**config.mk**
```make
export PLATFORM = sky130hd
export DESIGN_NAME = apc_power_ctrl
export DESIGN_NICKNAME = d
export VERILOG_FILES = /design/src/shared/apc_pkg.sv /design/src/hdl/apc_power_ctrl.sv /design/src/hdl/apc_result_mem.sv
export VERILOG_INCLUDE_DIRS = /design/src /design/src/shared
export SDC_FILE = /design/constraint.sdc
export NUM_CORES = 1
export LEC_CHECK = 0
export BUFFER_PORTS_ARGS = -buffer_cell sky130_fd_sc_hd__buf_2
export CELL_PAD_IN_SITES_DETAIL_PLACEMENT = 0
export CELL_PAD_IN_SITES_GLOBAL_PLACEMENT = 1
export CORE_MARGIN = 3
export CORE_UTILIZATION = 49
export CTS_CLUSTER_SIZE = 12
export DETAILED_ROUTE_END_ITERATION = 8
export PLACE_DENSITY = 0.9
export RECOVER_POWER = 25
export SYNTH_ARGS = -nofsm -noshare
export SYNTH_HDL_FRONTEND = slang
export SYNTH_SLANG_ARGS = --single-unit
```
**constraint.sdc**
```tcl
create_clock -name clk_i -period 3.5 [get_ports clk_i]
set_input_delay 0.7 -clock clk_i [delete_from_list [all_inputs] [get_ports clk_i]]
set_output_delay 0.7 -clock clk_i [all_outputs]
set_load 0.005 [all_outputs]
```
**src/shared/apc_defines.svh**
```systemverilog
// Constants for the converter power and reference controller.
// Function
// Reset: single-ended, unipolar, input zero, internal clock, supply.
// Result memory is not initialised at reset.
// Idle powers analog down, reference keeps policy.
// External clock: idle only after STOP, NACK, restart.
// Internal clock: power down once scan results stored.
// Internal results kept until STOP or restart.
// Idle watches bus; valid address powers up.
// Master allows reference wake time before converting.
// Supply or external reference: no extra wake delay.
// Powered reference stays on until selection rewritten.
// Reference output pin floats during shutdown.
// Top bit zero: supply or external, reference off.
// Top bit one: internal, middle bit drives pin.
// Low bit keeps internal reference always powered.
// Unipolar straight binary, bipolar two's complement.
// Clock-mode bit resets zero, one selects bus clock.
// Input pairing bit: one single-ended, resets one.
`ifndef APC_DEFINES_SVH
`define APC_DEFINES_SVH

`define APC_ADR_SETUP 8'h00
`define APC_ADR_CONFIG 8'h04
`define APC_ADR_STATUS 8'h08
`define APC_ADR_RESULT 8'h0c

`define APC_SETUP_SEL_LSB 0
`define APC_SETUP_CLK_BIT 3
`define APC_SETUP_BIP_BIT 4
`define APC_SETUP_RST 8'h00

`define APC_CFG_PAIR_BIT 0
`define APC_CFG_CS0_BIT 1
`define APC_CFG_SCAN_LSB 2
`define APC_CFG_RST 8'h01

`define APC_SCAN_UP 2'h0
`define APC_SCAN_EIGHT 2'h1
`define APC_EIGHT_COUNT 4'h8
`define APC_SINGLE_COUNT 4'h1

`define APC_RES_W 10
`define APC_MEM_AW 3
`define APC_RES_PAD 6'h3f

`define APC_CLK_HZ 25000000
`define APC_IREF_WAKE_MS 10

`endif

```
**src/shared/apc_pkg.sv**
```systemverilog
// Types shared by the converter power and reference controller.
package apc_pkg;
  typedef enum logic [1:0] {
    APC_OFF,
    APC_RUN,
    APC_HOLD
  } apc_state_type;
endpackage

```
**src/hdl/apc_power_ctrl.sv**
```systemverilog
// Power, reference and result sequencing of the converter with a Wishbone slave.
//
// Local design decisions: the register offsets and register access over Wishbone.
`timescale 1ns/10ps
`include "apc_defines.svh"
module apc_power_ctrl #(
  parameter int IREF_WAKE_CYC = `APC_IREF_WAKE_MS * (`APC_CLK_HZ / 1000)
) (
  input wire logic clk_i,
  input wire logic rst_i,
  input wire logic wb_cyc_i,
  input wire logic wb_stb_i,
  input wire logic wb_we_i,
  input wire logic [7:0] wb_adr_i,
  input wire logic [3:0] wb_sel_i,
  input wire logic [31:0] wb_dat_i,
  output logic [31:0] wb_dat_o,
  output logic wb_ack_o,
  input wire logic addr_ok_i,
  input wire logic stop_i,
  input wire logic nack_i,
  input wire logic rstart_i,
  input wire logic conv_done_i,
  input wire logic [`APC_RES_W-1:0] conv_data_i,
  output logic conv_start_o,
  output logic conv_chan_o,
  output logic conv_diff_o,
  output logic conv_clk_bus_o,
  output logic stretch_o,
  output logic analog_pwr_o,
  output logic iref_pwr_o,
  output logic iref_ready_o,
  output logic ref_drive_o,
  output logic ref_ext_o,
  output logic [1:0] ref_src_o
);
  apc_pkg::apc_state_type state;
  apc_pkg::apc_state_type next_state;
  logic [7:0] setup;
  logic [7:0] next_setup;
  logic [7:0] config_reg;
  logic [7:0] next_config_reg;
  logic [3:0] conv_left;
  logic [3:0] next_conv_left;
  logic [3:0] res_cnt;
  logic [3:0] next_res_cnt;
  logic [`APC_MEM_AW-1:0] wr_ptr;
  logic [`APC_MEM_AW-1:0] next_wr_ptr;
  logic [`APC_MEM_AW-1:0] rd_ptr;
  logic [`APC_MEM_AW-1:0] next_rd_ptr;
  logic res_valid;
  logic next_res_valid;
  logic chan;
  logic next_chan;
  logic [17:0] iref_cnt;
  logic [17:0] next_iref_cnt;
  logic [31:0] next_wb_dat_o;
  logic next_wb_ack_o;
  logic next_conv_start_o;
  logic next_iref_pwr_o;
  logic mem_we;
  logic [`APC_RES_W-1:0] mem_wdata;
  logic [`APC_RES_W-1:0] mem_rdata;
  logic req;
  logic end_evt;
  logic [2:0] sel;
  logic clk_bus;
  logic bip;
  logic cs0;
  logic [1:0] scan;

  assign sel = setup[`APC_SETUP_SEL_LSB +: 3];
  assign clk_bus = setup[`APC_SETUP_CLK_BIT];
  assign bip = setup[`APC_SETUP_BIP_BIT];
  assign cs0 = config_reg[`APC_CFG_CS0_BIT];
  assign scan = config_reg[`APC_CFG_SCAN_LSB +: 2];
  assign req = wb_cyc_i && wb_stb_i && !wb_ack_o;
  assign end_evt = stop_i || nack_i || rstart_i;

  // Output coding of one raw offset-binary result.
  function automatic logic [`APC_RES_W-1:0] code_result(input logic [`APC_RES_W-1:0] raw,
                                                        input logic bipolar);
    code_result = bipolar ? {~raw[`APC_RES_W-1], raw[`APC_RES_W-2:0]} : raw;
  endfunction

  // Number of conversions of one internal-clock scan.
  function automatic logic [3:0] scan_count(input logic [1:0] mode, input logic last);
    if (mode == `APC_SCAN_UP) begin
      scan_count = last ? 4'h2 : `APC_SINGLE_COUNT;
    end else if (mode == `APC_SCAN_EIGHT) begin
      scan_count = `APC_EIGHT_COUNT;
    end else begin
      scan_count = `APC_SINGLE_COUNT;
    end
  endfunction

  // Channel of the next conversion; only the upward scan moves.
  function automatic logic chan_step(input logic [1:0] mode, input logic cur, input logic last);
    if (mode == `APC_SCAN_UP) begin
      chan_step = (cur == last) ? 1'b0 : 1'b1;
    end else begin
      chan_step = last;
    end
  endfunction

  // Read pointer that wraps back to the first stored result.
  function automatic logic [`APC_MEM_AW-1:0] rd_step(input logic [`APC_MEM_AW-1:0] ptr,
                                                     input logic [3:0] cnt);
    if ({1'b0, ptr} + 4'h1 >= cnt) begin
      rd_step = '0;
    end else begin
      rd_step = ptr + 1'b1;
    end
  endfunction

  assign mem_wdata = code_result(conv_data_i, bip);

  apc_result_mem u_mem (
    .clk_i(clk_i),
    .rst_i(rst_i),
    .we_i(mem_we),
    .waddr_i(wr_ptr),
    .wdata_i(mem_wdata),
    .raddr_i(rd_ptr),
    .rdata_o(mem_rdata)
  );

  always_comb begin
    next_state = state;
    next_conv_left = conv_left;
    next_res_cnt = res_cnt;
    next_wr_ptr = wr_ptr;
    next_rd_ptr = rd_ptr;
    next_res_valid = res_valid;
    next_chan = chan;
    next_conv_start_o = 1'b0;
    mem_we = 1'b0;
    next_setup = setup;
    next_config_reg = config_reg;
    next_wb_ack_o = 1'b0;
    next_wb_dat_o = wb_dat_o;
    case (state)
      apc_pkg::APC_OFF: begin
        if (addr_ok_i) begin
          next_state = apc_pkg::APC_RUN;
          next_conv_start_o = 1'b1;
        end
      end
      apc_pkg::APC_RUN: begin
        if (conv_done_i) begin
          mem_we = 1'b1;
          next_wr_ptr = wr_ptr + 1'b1;
          if (res_cnt != `APC_EIGHT_COUNT) begin
            next_res_cnt = res_cnt + 4'h1;
          end
          next_chan = chan_step(scan, chan, cs0);
        end
        if (clk_bus) begin
          if (end_evt) begin
            next_state = apc_pkg::APC_OFF;
          end else if (conv_done_i) begin
            next_conv_start_o = 1'b1;
          end
        end else if (conv_done_i) begin
          next_conv_left = conv_left - 4'h1;
          if (conv_left == 4'h1) begin
            next_state = apc_pkg::APC_HOLD;
            next_res_valid = 1'b1;
          end else begin
            next_conv_start_o = 1'b1;
          end
        end
      end
      apc_pkg::APC_HOLD: begin
        if (stop_i || rstart_i) begin
          next_state = apc_pkg::APC_OFF;
          next_res_valid = 1'b0;
        end
        if (addr_ok_i) begin
          next_state = apc_pkg::APC_RUN;
          next_conv_start_o = 1'b1;
        end
      end
      default: begin
        next_state = apc_pkg::APC_OFF;
      end
    endcase
    // A new address outside a run starts a fresh scan from the first memory slot.
    if (addr_ok_i && state != apc_pkg::APC_RUN) begin
      next_conv_left = scan_count(scan, cs0);
      next_chan = (scan == `APC_SCAN_UP) ? 1'b0 : cs0;
      next_wr_ptr = '0;
      next_rd_ptr = '0;
      next_res_cnt = '0;
      next_res_valid = 1'b0;
    end
    if (req) begin
      next_wb_ack_o = 1'b1;
      next_wb_dat_o = '0;
      if (wb_adr_i == `APC_ADR_SETUP) begin
        next_wb_dat_o = {24'h0, setup};
        if (wb_we_i && wb_sel_i[0]) begin
          next_setup = wb_dat_i[7:0];
        end
      end else if (wb_adr_i == `APC_ADR_CONFIG) begin
        next_wb_dat_o = {24'h0, config_reg};
        if (wb_we_i && wb_sel_i[0]) begin
          next_config_reg = wb_dat_i[7:0];
        end
      end else if (wb_adr_i == `APC_ADR_STATUS) begin
        next_wb_dat_o = {24'h0, res_valid, iref_ready_o, state, res_cnt};
      end else if (wb_adr_i == `APC_ADR_RESULT) begin
        if (!wb_we_i && res_cnt != 4'h0) begin
          next_wb_dat_o = {16'h0, `APC_RES_PAD, mem_rdata};
          next_rd_ptr = rd_step(rd_ptr, res_cnt);
        end
      end
    end
  end

  always_comb begin
    // Internal reference power follows the selection; with the low bit clear it is on only while running.
    next_iref_pwr_o = sel[2] && (sel[0] || next_state == apc_pkg::APC_RUN);
    if (!iref_pwr_o || next_setup[`APC_SETUP_SEL_LSB +: 3] != sel) begin
      next_iref_cnt = '0;
    end else if (iref_cnt < IREF_WAKE_CYC[17:0]) begin
      next_iref_cnt = iref_cnt + 18'h1;
    end else begin
      next_iref_cnt = iref_cnt;
    end
  end

  always_ff @(posedge clk_i) begin
    if (rst_i) begin
      state <= apc_pkg::APC_OFF;
      setup <= `APC_SETUP_RST;
      config_reg <= `APC_CFG_RST;
      conv_left <= '0;
      res_cnt <= '0;
      wr_ptr <= '0;
      rd_ptr <= '0;
      res_valid <= 1'b0;
      chan <= 1'b0;
      iref_cnt <= '0;
      wb_ack_o <= 1'b0;
      wb_dat_o <= '0;
      conv_start_o <= 1'b0;
      conv_chan_o <= 1'b0;
      conv_diff_o <= 1'b0;
      conv_clk_bus_o <= 1'b0;
      stretch_o <= 1'b0;
      analog_pwr_o <= 1'b0;
      iref_pwr_o <= 1'b0;
      iref_ready_o <= 1'b0;
      ref_drive_o <= 1'b0;
      ref_ext_o <= 1'b0;
      ref_src_o <= 2'h0;
    end else begin
      state <= next_state;
      setup <= next_setup;
      config_reg <= next_config_reg;
      conv_left <= next_conv_left;
      res_cnt <= next_res_cnt;
      wr_ptr <= next_wr_ptr;
      rd_ptr <= next_rd_ptr;
      res_valid <= next_res_valid;
      chan <= next_chan;
      iref_cnt <= next_iref_cnt;
      wb_ack_o <= next_wb_ack_o;
      wb_dat_o <= next_wb_dat_o;
      conv_start_o <= next_conv_start_o;
      conv_chan_o <= next_chan;
      conv_diff_o <= !config_reg[`APC_CFG_PAIR_BIT];
      conv_clk_bus_o <= clk_bus;
      stretch_o <= (next_state == apc_pkg::APC_RUN) && !clk_bus;
      analog_pwr_o <= (next_state == apc_pkg::APC_RUN);
      iref_pwr_o <= next_iref_pwr_o;
      iref_ready_o <= next_iref_pwr_o && (next_iref_cnt >= IREF_WAKE_CYC[17:0]);
      // The pin only drives while awake, so it floats in shutdown.
      ref_drive_o <= (sel[2:1] == 2'h3) && (next_state == apc_pkg::APC_RUN);
      ref_ext_o <= (sel[2:1] == 2'h1);
      ref_src_o <= sel[2] ? 2'h2 : {1'b0, sel[1]};
    end
  end
endmodule

```
**src/hdl/apc_result_mem.sv**
```systemverilog
// Result memory of the converter with a registered read port.
`timescale 1ns/10ps
`include "apc_defines.svh"
module apc_result_mem (
  input wire logic clk_i,
  input wire logic rst_i,
  input wire logic we_i,
  input wire logic [`APC_MEM_AW-1:0] waddr_i,
  input wire logic [`APC_RES_W-1:0] wdata_i,
  input wire logic [`APC_MEM_AW-1:0] raddr_i,
  output logic [`APC_RES_W-1:0] rdata_o
);
  logic [`APC_RES_W-1:0] store [0:(1<<`APC_MEM_AW)-1];

  // The array has no reset; it is undefined until a conversion writes it.
  always_ff @(posedge clk_i) begin
    if (we_i) begin
      store[waddr_i] <= wdata_i;
    end
  end

  always_ff @(posedge clk_i) begin
    if (rst_i) begin
      rdata_o <= '0;
    end else begin
      rdata_o <= store[raddr_i];
    end
  end
endmodule

```
# Yosys cells after proc, flatten, opt, wreduce, memory -nomap -nowiden
# Memories as Yosys holds them, arrays and structs flattened. A register that Yosys moved wholly into a read port is not among the register bits.
# Cells that the tools add are included.
# Widths: inputs -> output; s select.
[op_classes] addsub=6 n_mul=0 div_mod_pow=0 order_cmp=3 n_eq_ne=19 shifts=0 mux=57 n_bitwise=2 reduce_logical=36
[op_table] op="$mux 16" n=5
[op_table] op="$mux 18" n=2
[op_table] op="$mux 3" n=11
[op_table] op="$mux 4" n=6
[op_table] op="$mux 1" n=20
[op_table] op="$add 18x1->18 const B" n=1
[op_table] op="$ge 18x18->1 const B" n=1
[op_table] op="$lt 18x18->1 const B" n=1
[op_table] op="$mux 2" n=9
[op_table] op="$eq 8x4->1 const B" n=2
[op_table] op="$mux 10" n=1
[op_table] op="$logic_and 1x1->1" n=9
[op_table] op="$reduce_and 3->1" n=3
[op_table] op="$eq 2x1->1 const B" n=4
[op_table] op="$eq 8x3->1 const B" n=1
[op_table] op="$logic_not 8->1" n=1
[op_table] op="$ne 2x2->1 const B" n=4
[op_table] op="$add 3x1->3 const B" n=2
[op_table] op="$pmux 2 s3" n=1
[op_table] op="$reduce_bool 2->1" n=3
[op_table] op="$reduce_or 2->1" n=3
[op_table] op="$logic_not 1->1" n=5
[op_table] op="$logic_or 1x1->1" n=5
[op_table] op="$reduce_and 5->1" n=1
[op_table] op="other kinds (16)" n=22
[totals] register_bits=96 latchBits=0 mem_bits_rw=80 rom_bits=0 input_bits=64 word_cells=148 n_memories=1
[mem_list] name="u_mem.store" depth=8 width=10 rd=1 rd_clocked_by_memory_dff=1 write_ports=1 line_no="apc_result_mem.sv:13" source="logic [`APC_RES_W-1:0] store [0:(1<<`APC_MEM_AW)-1];"

# Logic depth before layout (Yosys ltp)
# Gate-level depths: netlist of run 1.
[depth] depth_word=9 depth_mapped=9

# Modules after synthesis
# A second synthesis of run 1 with hierarchy kept.
[unflattened] cells_unflattened=606 area_unflattened_um2=7283.2
[modules_own_cells] mod="apc_power_ctrl" instances=1 cells_each=457 area_each_um2=3990.1 seq_area_each_um2=1501.4
[modules_own_cells] mod="apc_result_mem" instances=1 cells_each=149 area_each_um2=3293.2 seq_area_each_um2=2602.5

# Least setup slack after synthesis of run 1
# Ideal clock, no wire load.
[synth_timing] kind="input to register" from="in conv_done_i" to="mem u_mem.store[0][0] (netlist name) (enable)" setup_time_ns=0.404 arrival_ns=1.975 required_time_ns=3.096 path_slack_ns=1.121 path_stages=2 path_buffers=0 path_cell_list="nand3b_1 > nor4_1"
[synth_via] elab_chain_len=4
[synth_lines] element="from (decl)" line_no="apc_power_ctrl.sv:23" source="input wire logic conv_done_i,"
[synth_lines] element="$mux 1" line_no="apc_power_ctrl.sv:150" source="if (conv_done_i) begin"
[synth_lines] element="$mux 1" line_no="apc_power_ctrl.sv:142" source="case (state)"
[synth_lines] element="$mux 1" line_no="apc_result_mem.sv:17" source="if (we_i) begin"
[synth_lines] element="$mux 1 (implied by the code)" line_no="apc_result_mem.sv:18" source="store[waddr_i] <= wdata_i;"
[synth_lines] element="to (decl)" line_no="apc_result_mem.sv:13"
# No other way between the ends.

# Worst setup path in the final report of run 1
[layout_timing] from="reg res_cnt[0]" to="reg rd_ptr[2]"
[layout_via] elab_chain_len=8 word_cells_on_any_way=10 cone_classes="order compare: 1; mux: 7; reduce/logical: 2"
[layout_lines] element="from (decl)" line_no="apc_power_ctrl.sv:45" source="logic [3:0] res_cnt;"
[layout_lines] element="from (signal assigned)" line_no="apc_power_ctrl.sv:263" source="res_cnt <= next_res_cnt;"
[layout_lines] element="$ge 4x4->1 or $reduce_bool 4->1 (tied branches)" line_no="apc_power_ctrl.sv:109, apc_power_ctrl.sv:213"
[layout_lines] element="$mux 3 or $logic_and 1x1->1 (tied branches)" line_no="apc_power_ctrl.sv:109, apc_power_ctrl.sv:213"
[layout_lines] element="$mux 3 *" line_no="apc_power_ctrl.sv:213" source="if (!wb_we_i && res_cnt != 4'h0) begin"
[layout_lines] element="$mux 3 *" line_no="apc_power_ctrl.sv:212" source="end else if (wb_adr_i == `APC_ADR_RESULT) begin"
[layout_lines] element="$mux 3 *" line_no="apc_power_ctrl.sv:210" source="end else if (wb_adr_i == `APC_ADR_STATUS) begin"
[layout_lines] element="$mux 3 *" line_no="apc_power_ctrl.sv:205" source="end else if (wb_adr_i == `APC_ADR_CONFIG) begin"
[layout_lines] element="$mux 3 *" line_no="apc_power_ctrl.sv:200" source="if (wb_adr_i == `APC_ADR_SETUP) begin"
[layout_lines] element="$mux 3 *" line_no="apc_power_ctrl.sv:197" source="if (req) begin"
[layout_lines] element="to (signal assigned)" line_no="apc_power_ctrl.sv:265" source="rd_ptr <= next_rd_ptr;"
[layout_lines] element="to (decl)" line_no="apc_power_ctrl.sv:49" source="logic [`APC_MEM_AW-1:0] rd_ptr;"
# Mark *: on every way between the ends. The rest lies on a longest branch, timed or not.
# A chain may end at the register's enable or synchronous reset.

==> results of run 1 <==
==> path summary, 6_finish.rpt <==
path,start,endpoint,slack [ns],cells past startpoint
setup reg to reg,res_cnt[0]$_SDFFE_PP0P_,rd_ptr[2]$_SDFF_PP0_,1.08,8
hold / removal,config_reg[0]$_SDFFE_PP1P_,conv_diff_o$_SDFF_PP0_,0.42,1
setup / recovery,res_cnt[0]$_SDFFE_PP0P_,rd_ptr[2]$_SDFF_PP0_,1.08,8
hold reg to reg,config_reg[0]$_SDFFE_PP1P_,conv_diff_o$_SDFF_PP0_,0.42,1
==> per-stage QoR <==
| stage | cell area [um2] | setup WS (ns) | util | total power [mW] | std cells |
|---|---|---|---|---|---|
| 2_1_floorplan | 7210 | 1.12 | - | 2.18 | 626 |
| 3_3_place_gp | 7640 | 0.813 | 0.542 | 2.24 | 843 |
| 3_5_place_dp | 7640 | 0.760 | 0.542 | 2.24 | 843 |
| 4_1_cts | 8160 | 1.14 | 0.579 | 3.91 | 874 |
| 5_1_grt | 8150 | 0.899 | 0.578 | 4.00 | 874 |
| 6_report | 8150 | 1.08 | 0.578 | 3.88 | 874 |
==> cells in the final DEF, fill, tap and decap left out, types with 8 or more instances in the layout <==
master,n
dfxtp_1,85
edfxtp_1,80
nor2_1,59
buf_2,56
nand2_1,54
a21oi_1,41
inv_1,21
mux4_2,20
mux2i_1,20
buf_4,19
xor2_1,17
clkbuf_16,17
conb_1,16
nor3_1,14
xnor2_1,13
nand3_1,11
ha_1,11
clkbuf_1,10
o211ai_1,9
nor2b_1,8
a221o_1,8
==> kinds of logic (layout without fill, tap and decap cells) <==
group | count (synthesis) | after routing | share of synthesized area
DFF | 165 | 165 | 0.574
buffers and inverters | 69 | 137 | 0.0492
muxes | 41 | 41 | 0.0926
xor gates and xnor gates | 30 | 30 | 0.0368
and+or+nand+nor | 197 | 197 | 0.136
adders and majority gates | 11 | 11 | 0.0193
other | 1 | 16 | 0.000525
AOI/OAI and AO/OA | 97 | 97 | 0.0917
==> worst max-delay path, cell delays in order (launching register included) <==
cell      delay (ns)
dfxtp_1         0.48
inv_1           0.08
ha_1            0.19
nor2b_1         0.14
a211oi_1        0.31
and2_1          0.53
a21oi_1         0.25
o21ai_0         0.22
a21oi_1         0.08
==> final cells by class <==
type | count | area [um2] | area share
flip-flops and latches | 165 | 4100 | 0.503
inverters | 22 | 82.6 | 0.0101
well taps | 180 | 225 | 0.0276
clock buffers | 18 | 429 | 0.0526
multi-input cells | 392 | 2760 | 0.338
clock inverters | 13 | 98.8 | 0.0121
repair buffers | 84 | 457 | 0.0560
==> metal layers <==
metal | part of all wire | vias to the layer above
li1 | - | 2331
met3 | 0.067 | 24
met5 | 0.00052 | -
met2 | 0.49 | 158
met1 | 0.42 | 2323
met4 | 0.018 | 2
==> report_power, final <==
part	internal (mW)	switching (mW)	total, mW
Combinational	0.0508	0.0916	0.142
Clock	0.912	0.769	1.68
Sequential	2.04	0.0146	2.06
Total	3.01	0.876	3.88
==> results.py, run 1 <==
metrics = {
    "clock_tree": {
        "postCtsHoldBufs": 0,
        "cts_buffers": 17,
        "htree_levels": 4,
        "cts_root_buf": "clkbuf_16",
        "cts_buffer_depth": 2,
        "clk_pin_slew_ns": 0.06,
        "cts_tree": "yes",
        "cts_resized": 0,
        "cts.sinks": 165,
        "insertion_delay_ns": 0.43,
        "post_cts_buffers": 0,
    },
    "grt": {
        "grt_use_met3": 0.0467,
        "grtUsageTotal": 0.195,
        "grt_most_used_layer": "met2",
        "grt_util_met2": 0.315,
        "grt_pass1_vias": 4724,
        "grt_first_pass_wirelength_um": 24300,
        "grt_max_degree": 38,
        "met1_usage": 0.252,
        "grt_antenna_before_repair": 1,
        "grt_overflow_total": 0,
    },
    "die": {
        "die_area_um2": 16100,
        "core_um2": 14100,
        "rows": 43,
        "start_util": 0.507,
        "die_x_um": 127,
        "pin_count": 109,
        "die_h_um": 127,
    },
    "detailed_routing": {
        "first_pass_iters": 5,
        "drc": 0,
        "ant_nets": 0,
        "vias": 4838,
        "drt_iter0_drc": 377,
        "detail_route.vias_per_cell": 5.54,
        "wl_um": 15400,
        "wl_per_cell_um": 17.6,
    },
    "hold_path": {
        "hold_class": "reg2reg",
    },
    "yosys": {
        "netlist.area_leader.share": 0.336,
        "ys.warnings.count": 0,
        "ys_top_cells_by_area": "edfxtp_1 34%, dfxtp_1 24%, mux4_2 6.3%, nor2_1 3.1%, a21oi_1 2.9%",
        "syn_area_per_cell_um2": 11.7,
        "syn_inst": 611,
        "async_reset_ff_frac": 0,
        "yosysMostFrequentCell": "dfxtp_1",
        "synth_edf_count": 80,
        "ys_ff_latch": 165,
        "yosys-top-cells-count": "85 x dfxtp_1, 80 x edfxtp_1, 59 x nor2_1, 54 x nand2_1, 41 x a21oi_1",
        "yosysTopAreaCell": "edfxtp_1",
        "syn-cell-area_um2": 7150,
        "seq_area_frac_synth": 0.574,
        "ys.flop_type": "dfxtp_1",
        "yosys.cell_types.count": 59,
    },
    "worst_setup_path": {
        "criticalPathCategory": "reg2reg",
        "cp-start-kind": "register",
        "critPathCaptureType": "register",
        "critical_path_required_ns": 3.79,
        "crit_fanout": 13,
        "critical_path_arrival_ns": 2.72,
    },
    "placed_design": {
        "port_buffers": 65,
        "place_congestion": 0.900,
        "post-dp-hpwl_um": 10700,
    },
    "sta": {
        "fin_crit_ns": 2.42,
        "finalSetupTns_ns": 0,
        "holdWs_ns": 0.417,
        "hold_viol": 0,
        "worstMarginPinSlew_ns": 0.786,
        "finClkSkew_ns": 0.00663,
        "grt_setup_unrepaired": "false",
        "slew_headroom": 0.471,
        "setup_viol_count_final": 0,
        "fmaxAchievable_mhz": 412,
        "fin_crit_sh": 0.693,
        "drv_slew": 0,
    },
    "job": {
        "drv_cap": 0,
    },
    "cells_and_area": {
        "n_antenna_cell": 0,
        "syn2layout_area_growth_pct": 14.0,
        "drive_gt1_frac": 0.192,
        "fin_nets": 757,
        "nFillCells": 1161,
        "largest_reg_flops": 80,
        "largest_registers": "u_mem.store: 80 flops, iref_cnt: 18 flops, wb_dat_o: 11 flops",
        "largest_register": "u_mem.store",
    },
    "power": {
        "powerDensity_nw_per_um2": 476,
        "power_leakage_nw": 2.87,
        "ir_drop_uv": 412,
    },
    "outcome": {
        "outcome": "finished clean",
    },
}
Note: power is estimated with default switching activity, not from simulation.
==> inputs of run 2 (changes only) <==
--- a/config.mk
+++ b/config.mk
@@ -10,10 +10,10 @@
 export CELL_PAD_IN_SITES_DETAIL_PLACEMENT = 0
 export CELL_PAD_IN_SITES_GLOBAL_PLACEMENT = 1
 export CORE_MARGIN = 3
-export CORE_UTILIZATION = 49
+export CORE_UTILIZATION = 41
 export CTS_CLUSTER_SIZE = 12
 export DETAILED_ROUTE_END_ITERATION = 8
-export PLACE_DENSITY = 0.9
+export PLACE_DENSITY = 0.81
 export RECOVER_POWER = 25
 export SYNTH_ARGS = -nofsm -noshare
 export SYNTH_HDL_FRONTEND = slang
==> constraint.sdc (replaced) <==
create_clock -name clk_i -period 2 [get_ports clk_i]
set_input_delay 0.4 -clock clk_i [delete_from_list [all_inputs] [get_ports clk_i]]
set_output_delay 0.4 -clock clk_i [all_outputs]
set_load 0.005 [all_outputs]
==> results.py, run 2 (synthesis results as in run 1) <==
metrics = {
    "sta": {
        "setup_viol_count_final": 2,
        "setup_slack_ns": -0.0736,
        "worstMarginPinSlew_ns": 0.546,
        "slew_headroom": 0.635,
        "fmaxAchievable_mhz": 482,
        "hold_viol": 0,
        "finClkSkew_ns": 0.00971,
        "grt_setup_unrepaired": "true",
        "fin_crit_sh": 1.04,
        "finalSetupTns_ns": -0.106,
        "fin_crit_ns": 2.07,
        "drv_slew": 0,
    },
    "cells_and_area": {
        "final_cell_mix": "84 x dfxtp_1, 80 x edfxtp_1, 60 x buf_4",
        "seq_area_um2": 4110,
        "final_common_cell": "dfxtp_1",
        "nFillCells": 1465,
        "post-route-util": 0.522,
        "fin_nets": 802,
        "multi_input_area_um2": 2850,
        "n_antenna_cell": 0,
        "largest_registers": "u_mem.store: 80 flops, iref_cnt: 18 flops, wb_dat_o: 11 flops",
        "syn2layout_area_growth_pct": 22.8,
        "finalNonFillerCells": 960,
        "drive_gt1_frac": 0.269,
        "largest_reg_flops": 80,
        "largest_register": "u_mem.store",
    },
    "job": {
        "drv_cap": 0,
    },
    "die": {
        "pin_count": 109,
        "start_util": 0.425,
        "die_area_um2": 19100,
        "rows": 47,
        "die_x_um": 138,
        "die_h_um": 138,
        "core_um2": 16800,
    },
    "grt": {
        "grt_util_met2": 0.286,
        "grt_pass1_vias": 4970,
        "grtUsageTotal": 0.176,
        "met1_usage": 0.231,
        "grt_use_met3": 0.0494,
        "grt_first_pass_wirelength_um": 26600,
        "grt_antenna_before_repair": 0,
        "grt_overflow_total": 0,
        "grt_most_used_layer": "met2",
        "grt_max_degree": 23,
    },
    "power": {
        "p_seq_frac": 0.491,
        "pwr-share-comb": 0.038,
        "power_switching_mw": 1.56,
        "netSwitchingFraction": 0.212,
        "power.internal_mw": 5.78,
        "powerDensity_nw_per_um2": 836,
        "ir_drop_uv": 1010,
        "power_leakage_nw": 3.21,
        "clkPwrFrac": 0.472,
        "total_power_mw": 7.34,
    },
    "hold_path": {
        "hold_class": "in2reg",
        "hold_depth": 3,
        "min_from": "wb_dat_i[5]",
    },
    "clock_tree": {
        "cts_buffers": 17,
        "cts_tree": "yes",
        "insertion_delay_ns": 0.43,
        "clk_pin_slew_ns": 0.07,
        "cts_root_buf": "clkbuf_16",
        "htree_levels": 4,
        "cts.sinks": 165,
        "cts_buffer_depth": 2,
    },
    "placed_design": {
        "place_inst": 926,
        "port_buffers": 65,
        "post-dp-hpwl_um": 11700,
        "place_congestion": 0.920,
    },
    "worst_setup_path": {
        "r2r_slack_ns": -0.07,
        "rr_worst_depth": 7,
        "crit_fanout": 5,
        "critical_path_required_ns": 2.36,
        "crit_path_end": "iref_ready_o$_SDFF_PP0_",
        "criticalPathCategory": "reg2reg",
        "reg2reg_from": "iref_cnt[11]$_SDFF_PP0_",
        "critPathCaptureType": "register",
        "critical_path_arrival_ns": 2.43,
        "cp-startpoint": "iref_cnt[11]$_SDFF_PP0_",
        "rr_endpoint": "iref_ready_o$_SDFF_PP0_",
        "cp-start-kind": "register",
    },
    "detailed_routing": {
        "wl_per_cell_um": 17.0,
        "drt_iter0_drc": 374,
        "detail_route.vias_per_cell": 5.23,
        "wl_um": 16300,
        "ant_nets": 0,
        "vias": 5022,
        "drc": 0,
        "first_pass_iters": 5,
    },
    "outcome": {
        "failed_checks": "setup timing",
        "outcome": "finished with violations",
    },
}
==> run 2: changes by cell type in the layout (fill, tap and decap cells not counted), moves of 2 or more <==
cell | before | now
buf_4 | 19 | 60
bufinv_16 | 0 | 4
inv_6 | 6 | 2
buf_12 | 0 | 3
a211oi_1 | 6 | 4
a211oi_2 | 0 | 2
a221oi_1 | 2 | 0
a221oi_2 | 0 | 2
and2_1 | 5 | 3
and2_4 | 0 | 2
clkinvlp_4 | 1 | 3
nand2_1 | 54 | 52
==> run 2: how the worst min path moves through the flow <==
stage	endpoint	slack (ns)
floorplan	conv_diff_o$_SDFF_PP0_	0.39
global placement	conv_diff_o$_SDFF_PP0_	0.42
detailed placement	conv_diff_o$_SDFF_PP0_	0.42
CTS	setup[5]$_SDFFE_PP0P_	0.21
global route	setup[5]$_SDFFE_PP0P_	0.23
finish	setup[5]$_SDFFE_PP0P_	0.23
==> run 2: metrics by stage <==
step	worst slack (ns)	area [um2]	hold slack (ns)
final	-0.0736	8780	0.227
after global routing	-0.153	8780	0.231
after CTS	-0.0712	8710	0.210
after detailed placement	-0.117	8070	0.417
after global placement	-0.112	8070	0.415
after floorplan	-0.0890	7230	0.393
==> run 2: layer usage <==
metal	part of all wire	routed length [um]
met5	0	0
met4	0.012	202
met3	0.051	825
met2	0.49	8060
met1	0.44	7220
==> run 2: power by group through the flow <==
stage	clock network [mW]	registers, mW	logic (mW)
after floorplan	0	3.67	0.156
after global placement	0	3.67	0.263
after detailed placement	0	3.67	0.275
after CTS	3.52	3.60	0.277
after global routing	3.69	3.60	0.308
final	3.46	3.60	0.276
==> run 2: area by class of cell <==
| cell class | count | share of cell area |
|---|---|---|
| clock buffer | 17 | 0.0485 |
| clock inverter | 15 | 0.0231 |
| inverter | 22 | 0.00941 |
| sequential | 165 | 0.468 |
| timing repair buffer | 129 | 0.0952 |
| tap | 220 | 0.0314 |
| multi-input combinational | 392 | 0.325 |
==> run 2: critical path, stage by stage, from the launching register on <==
cell and delay (ns):
dfxtp_2 0.32, or4_4 0.55, o311ai_4 0.34, buf_4 0.19, nand4_1 0.14, mux2i_1 0.21
a31oi_1 0.11, a31oi_1 0.16
==> run 2: timing repair <==
item,4_1_cts,5_1_grt
setup endpoints to repair,7,17
cloned,0,0
hold buffers,0,0
setup buffers,1,1
resized for setup,3,16
endpoints found under the hold margin,0,0
pin swaps,2,6
==> inputs of run 3 (changes only) <==
--- a/config.mk
+++ b/config.mk
@@ -14,7 +14,7 @@
 export CTS_CLUSTER_SIZE = 12
 export DETAILED_ROUTE_END_ITERATION = 8
 export PLACE_DENSITY = 0.81
-export RECOVER_POWER = 25
+export RECOVER_POWER = 100
 export SYNTH_ARGS = -nofsm -noshare
 export SYNTH_HDL_FRONTEND = slang
 export SYNTH_SLANG_ARGS = --single-unit
==> constraint.sdc (replaced) <==
create_clock -name clk_i -period 2 [get_ports clk_i]
set_input_delay 0.1 -clock clk_i [delete_from_list [all_inputs] [get_ports clk_i]]
set_output_delay 0.1 -clock clk_i [all_outputs]
set_load 0.005 [all_outputs]
==> results.py, run 3 (synthesis results as in run 1) <==
metrics = {
    "outcome": {
        "outcome": "finished with violations",
        "failed_checks": "setup timing",
    },
    "cells_and_area": {
        "n_antenna_cell": 0,
        "stdcell_area_um2": 8850,
        "drive_gt1_frac": 0.220,
        "finalNonFillerCells": 975,
        "final_common_cell": "dfxtp_1",
        "largest_register": "u_mem.store",
        "largest_registers": "u_mem.store: 80 flops, iref_cnt: 18 flops, wb_dat_o: 11 flops",
        "nFillCells": 1464,
        "syn2layout_area_growth_pct": 23.8,
        "final_cell_mix": "83 x dfxtp_1, 80 x edfxtp_1, 59 x nor2_1",
        "largest_reg_flops": 80,
        "fin_nets": 817,
    },
    "power": {
        "power_leakage_nw": 3.14,
        "power.internal_mw": 5.97,
        "pwr-share-comb": 0.039,
        "power_switching_mw": 1.49,
        "clkPwrFrac": 0.479,
        "p_seq_frac": 0.483,
        "netSwitchingFraction": 0.199,
        "ir_drop_uv": 994,
        "powerDensity_nw_per_um2": 843,
    },
    "die": {
        "start_util": 0.425,
        "die_area_um2": 19100,
        "die_h_um": 138,
        "core_um2": 16800,
        "die_x_um": 138,
        "pin_count": 109,
        "rows": 47,
    },
    "detailed_routing": {
        "wl_per_cell_um": 16.9,
        "top_layer": "met4",
        "detail_route.vias_per_cell": 5.27,
        "met2_length_um": 8190,
        "drt_iter0_drc": 336,
        "wl_met1_um": 7380,
        "first_pass_iters": 5,
        "dr_wl_met3_um": 734,
        "vias": 5139,
        "wl_um": 16500,
        "drc": 0,
        "ant_nets": 0,
    },
    "worst_setup_path": {
        "path_cells": "or4_4 > o311ai_4 > buf_4 > inv_2 > or3_1 > xor2_1 > nor2_2",
        "critical_path_arrival_ns": 2.42,
        "cp-start-kind": "register",
        "critPathCaptureType": "register",
        "critical-path-max-stage-delay_ns": 0.54,
        "crit_fanout": 4,
        "critical_path_required_ns": 2.32,
        "criticalPathCategory": "reg2reg",
        "critPathSlowestCell": "or4_4",
    },
    "clock_tree": {
        "cts_tree": "yes",
        "cts.sinks": 165,
        "insertion_delay_ns": 0.42,
        "cts_root_buf": "clkbuf_16",
        "clk_pin_slew_ns": 0.06,
        "cts_buffer_depth": 2,
        "cts_buffers": 17,
        "htree_levels": 4,
    },
    "grt": {
        "grtUsageTotal": 0.172,
        "grt_max_degree": 23,
        "grt_pass1_vias": 5033,
        "grt_overflow_total": 0,
        "grt_first_pass_wirelength_um": 26400,
        "grt_antenna_before_repair": 0,
    },
    "hold_path": {
        "hold_class": "in2reg",
    },
    "sta": {
        "fin_crit_ns": 2.10,
        "setup_slack_ns": -0.0997,
        "drv_slew": 0,
        "finClkSkew_ns": 0.00741,
        "hold_viol": 0,
        "setup_viol_count_final": 2,
        "fin_crit_sh": 1.05,
        "slew_headroom": 0.388,
        "worstMarginPinSlew_ns": 0.918,
        "grt_setup_unrepaired": "true",
        "fmaxAchievable_mhz": 476,
    },
    "placed_design": {
        "place_congestion": 0.898,
        "dp_worst_setup_slack_ns": -0.149,
        "post-dp-hpwl_um": 11700,
        "placed_area_um2": 7990,
        "place_inst": 918,
        "port_buffers": 65,
    },
    "job": {
        "drv_cap": 0,
    },
}
-- run 3: cell types whose count changed in the layout (fill, tap and decap cells not counted), moves of 2 or more --
| cell | delta |
|---|---|
| dlygate4sd3_1 | +18 |
| clkbuf_2 | +11 |
| nand2_1 | +2 |
| clkbuf_8 | +2 |
| nor3_2 | -2 |
| nor3_1 | +2 |
| clkbuf_1 | +22 |
| buf_4 | -23 |
| buf_2 | -13 |
-- run 3: metrics by stage --
step                hold WS [ns]   util  power [mW]  TNS [ns]
floorplan                  0.199      -        3.82   -0.0890
global placement           0.356  0.475        3.93    -0.115
detailed placement         0.375  0.475        3.94    -0.269
CTS                       0.0604  0.527        7.52    -0.111
global route               0.112  0.526        7.71    -0.685
finish                     0.107  0.526        7.46    -0.153
-- run 3: cell type report --
cell class | count | area (um2) | share of cell area
sequential | 165 | 4110 | 0.464
clock inverter | 12 | 200 | 0.0226
multi-input combinational | 393 | 2830 | 0.320
clock buffer | 20 | 457 | 0.0516
inverter | 22 | 82.6 | 0.00933
tap | 220 | 275 | 0.0311
timing repair buffer | 143 | 896 | 0.101
-- run 3: what timing repair did --
item | CTS | global route
cloned | 0 | 1
endpoints found under the hold margin | 89 | 0
setup endpoints to repair | 15 | 17
hold buffers | 18 | 0
gates resized for setup | 4 | 11
setup buffers | 2 | 5
pin swaps | 1 | 10
-- run 3: metal layers --
metal,up-vias,GRT usage
li1,2451,-
met1,2515,0.229
met2,153,0.286
met3,20,0.0373
met4,0,0.0484
met5,-,0
-- run 3: path summary, 6_finish.rpt --
path,slack [ns],depth (start not counted),from,end
worst max-delay path,-0.1,7,iref_cnt[11]$_SDFF_PP0_,iref_cnt[9]$_SDFF_PP0_
worst min-delay path,0.11,4,rstart_i,state[1]$_SDFF_PP0_
worst max register to register,-0.1,7,iref_cnt[11]$_SDFF_PP0_,iref_cnt[9]$_SDFF_PP0_
worst min register to register,0.43,1,config_reg[0]$_SDFFE_PP1P_,conv_diff_o$_SDFF_PP0_
-- run 3: worst max-delay path, delay by kind of cell (launching register included) --
family / cells / cell delay [ns]
DFF: 1 / 0.32
buffers and inverters: 2 / 0.23
and+or+nand+nor: 3 / 0.96
AOI/OAI and AO/OA: 1 / 0.31
xor gates and xnor gates: 1 / 0.17
-- run 3: power groups by stage --
stage / clock [mW] / sequential, mW / combinational [mW]
6_report: 3.57 / 3.60 / 0.288
5_1_grt: 3.79 / 3.60 / 0.320
4_1_cts: 3.63 / 3.60 / 0.297
3_5_place_dp: 0 / 3.67 / 0.268
3_3_place_gp: 0 / 3.67 / 0.259
2_1_floorplan: 0 / 3.67 / 0.156
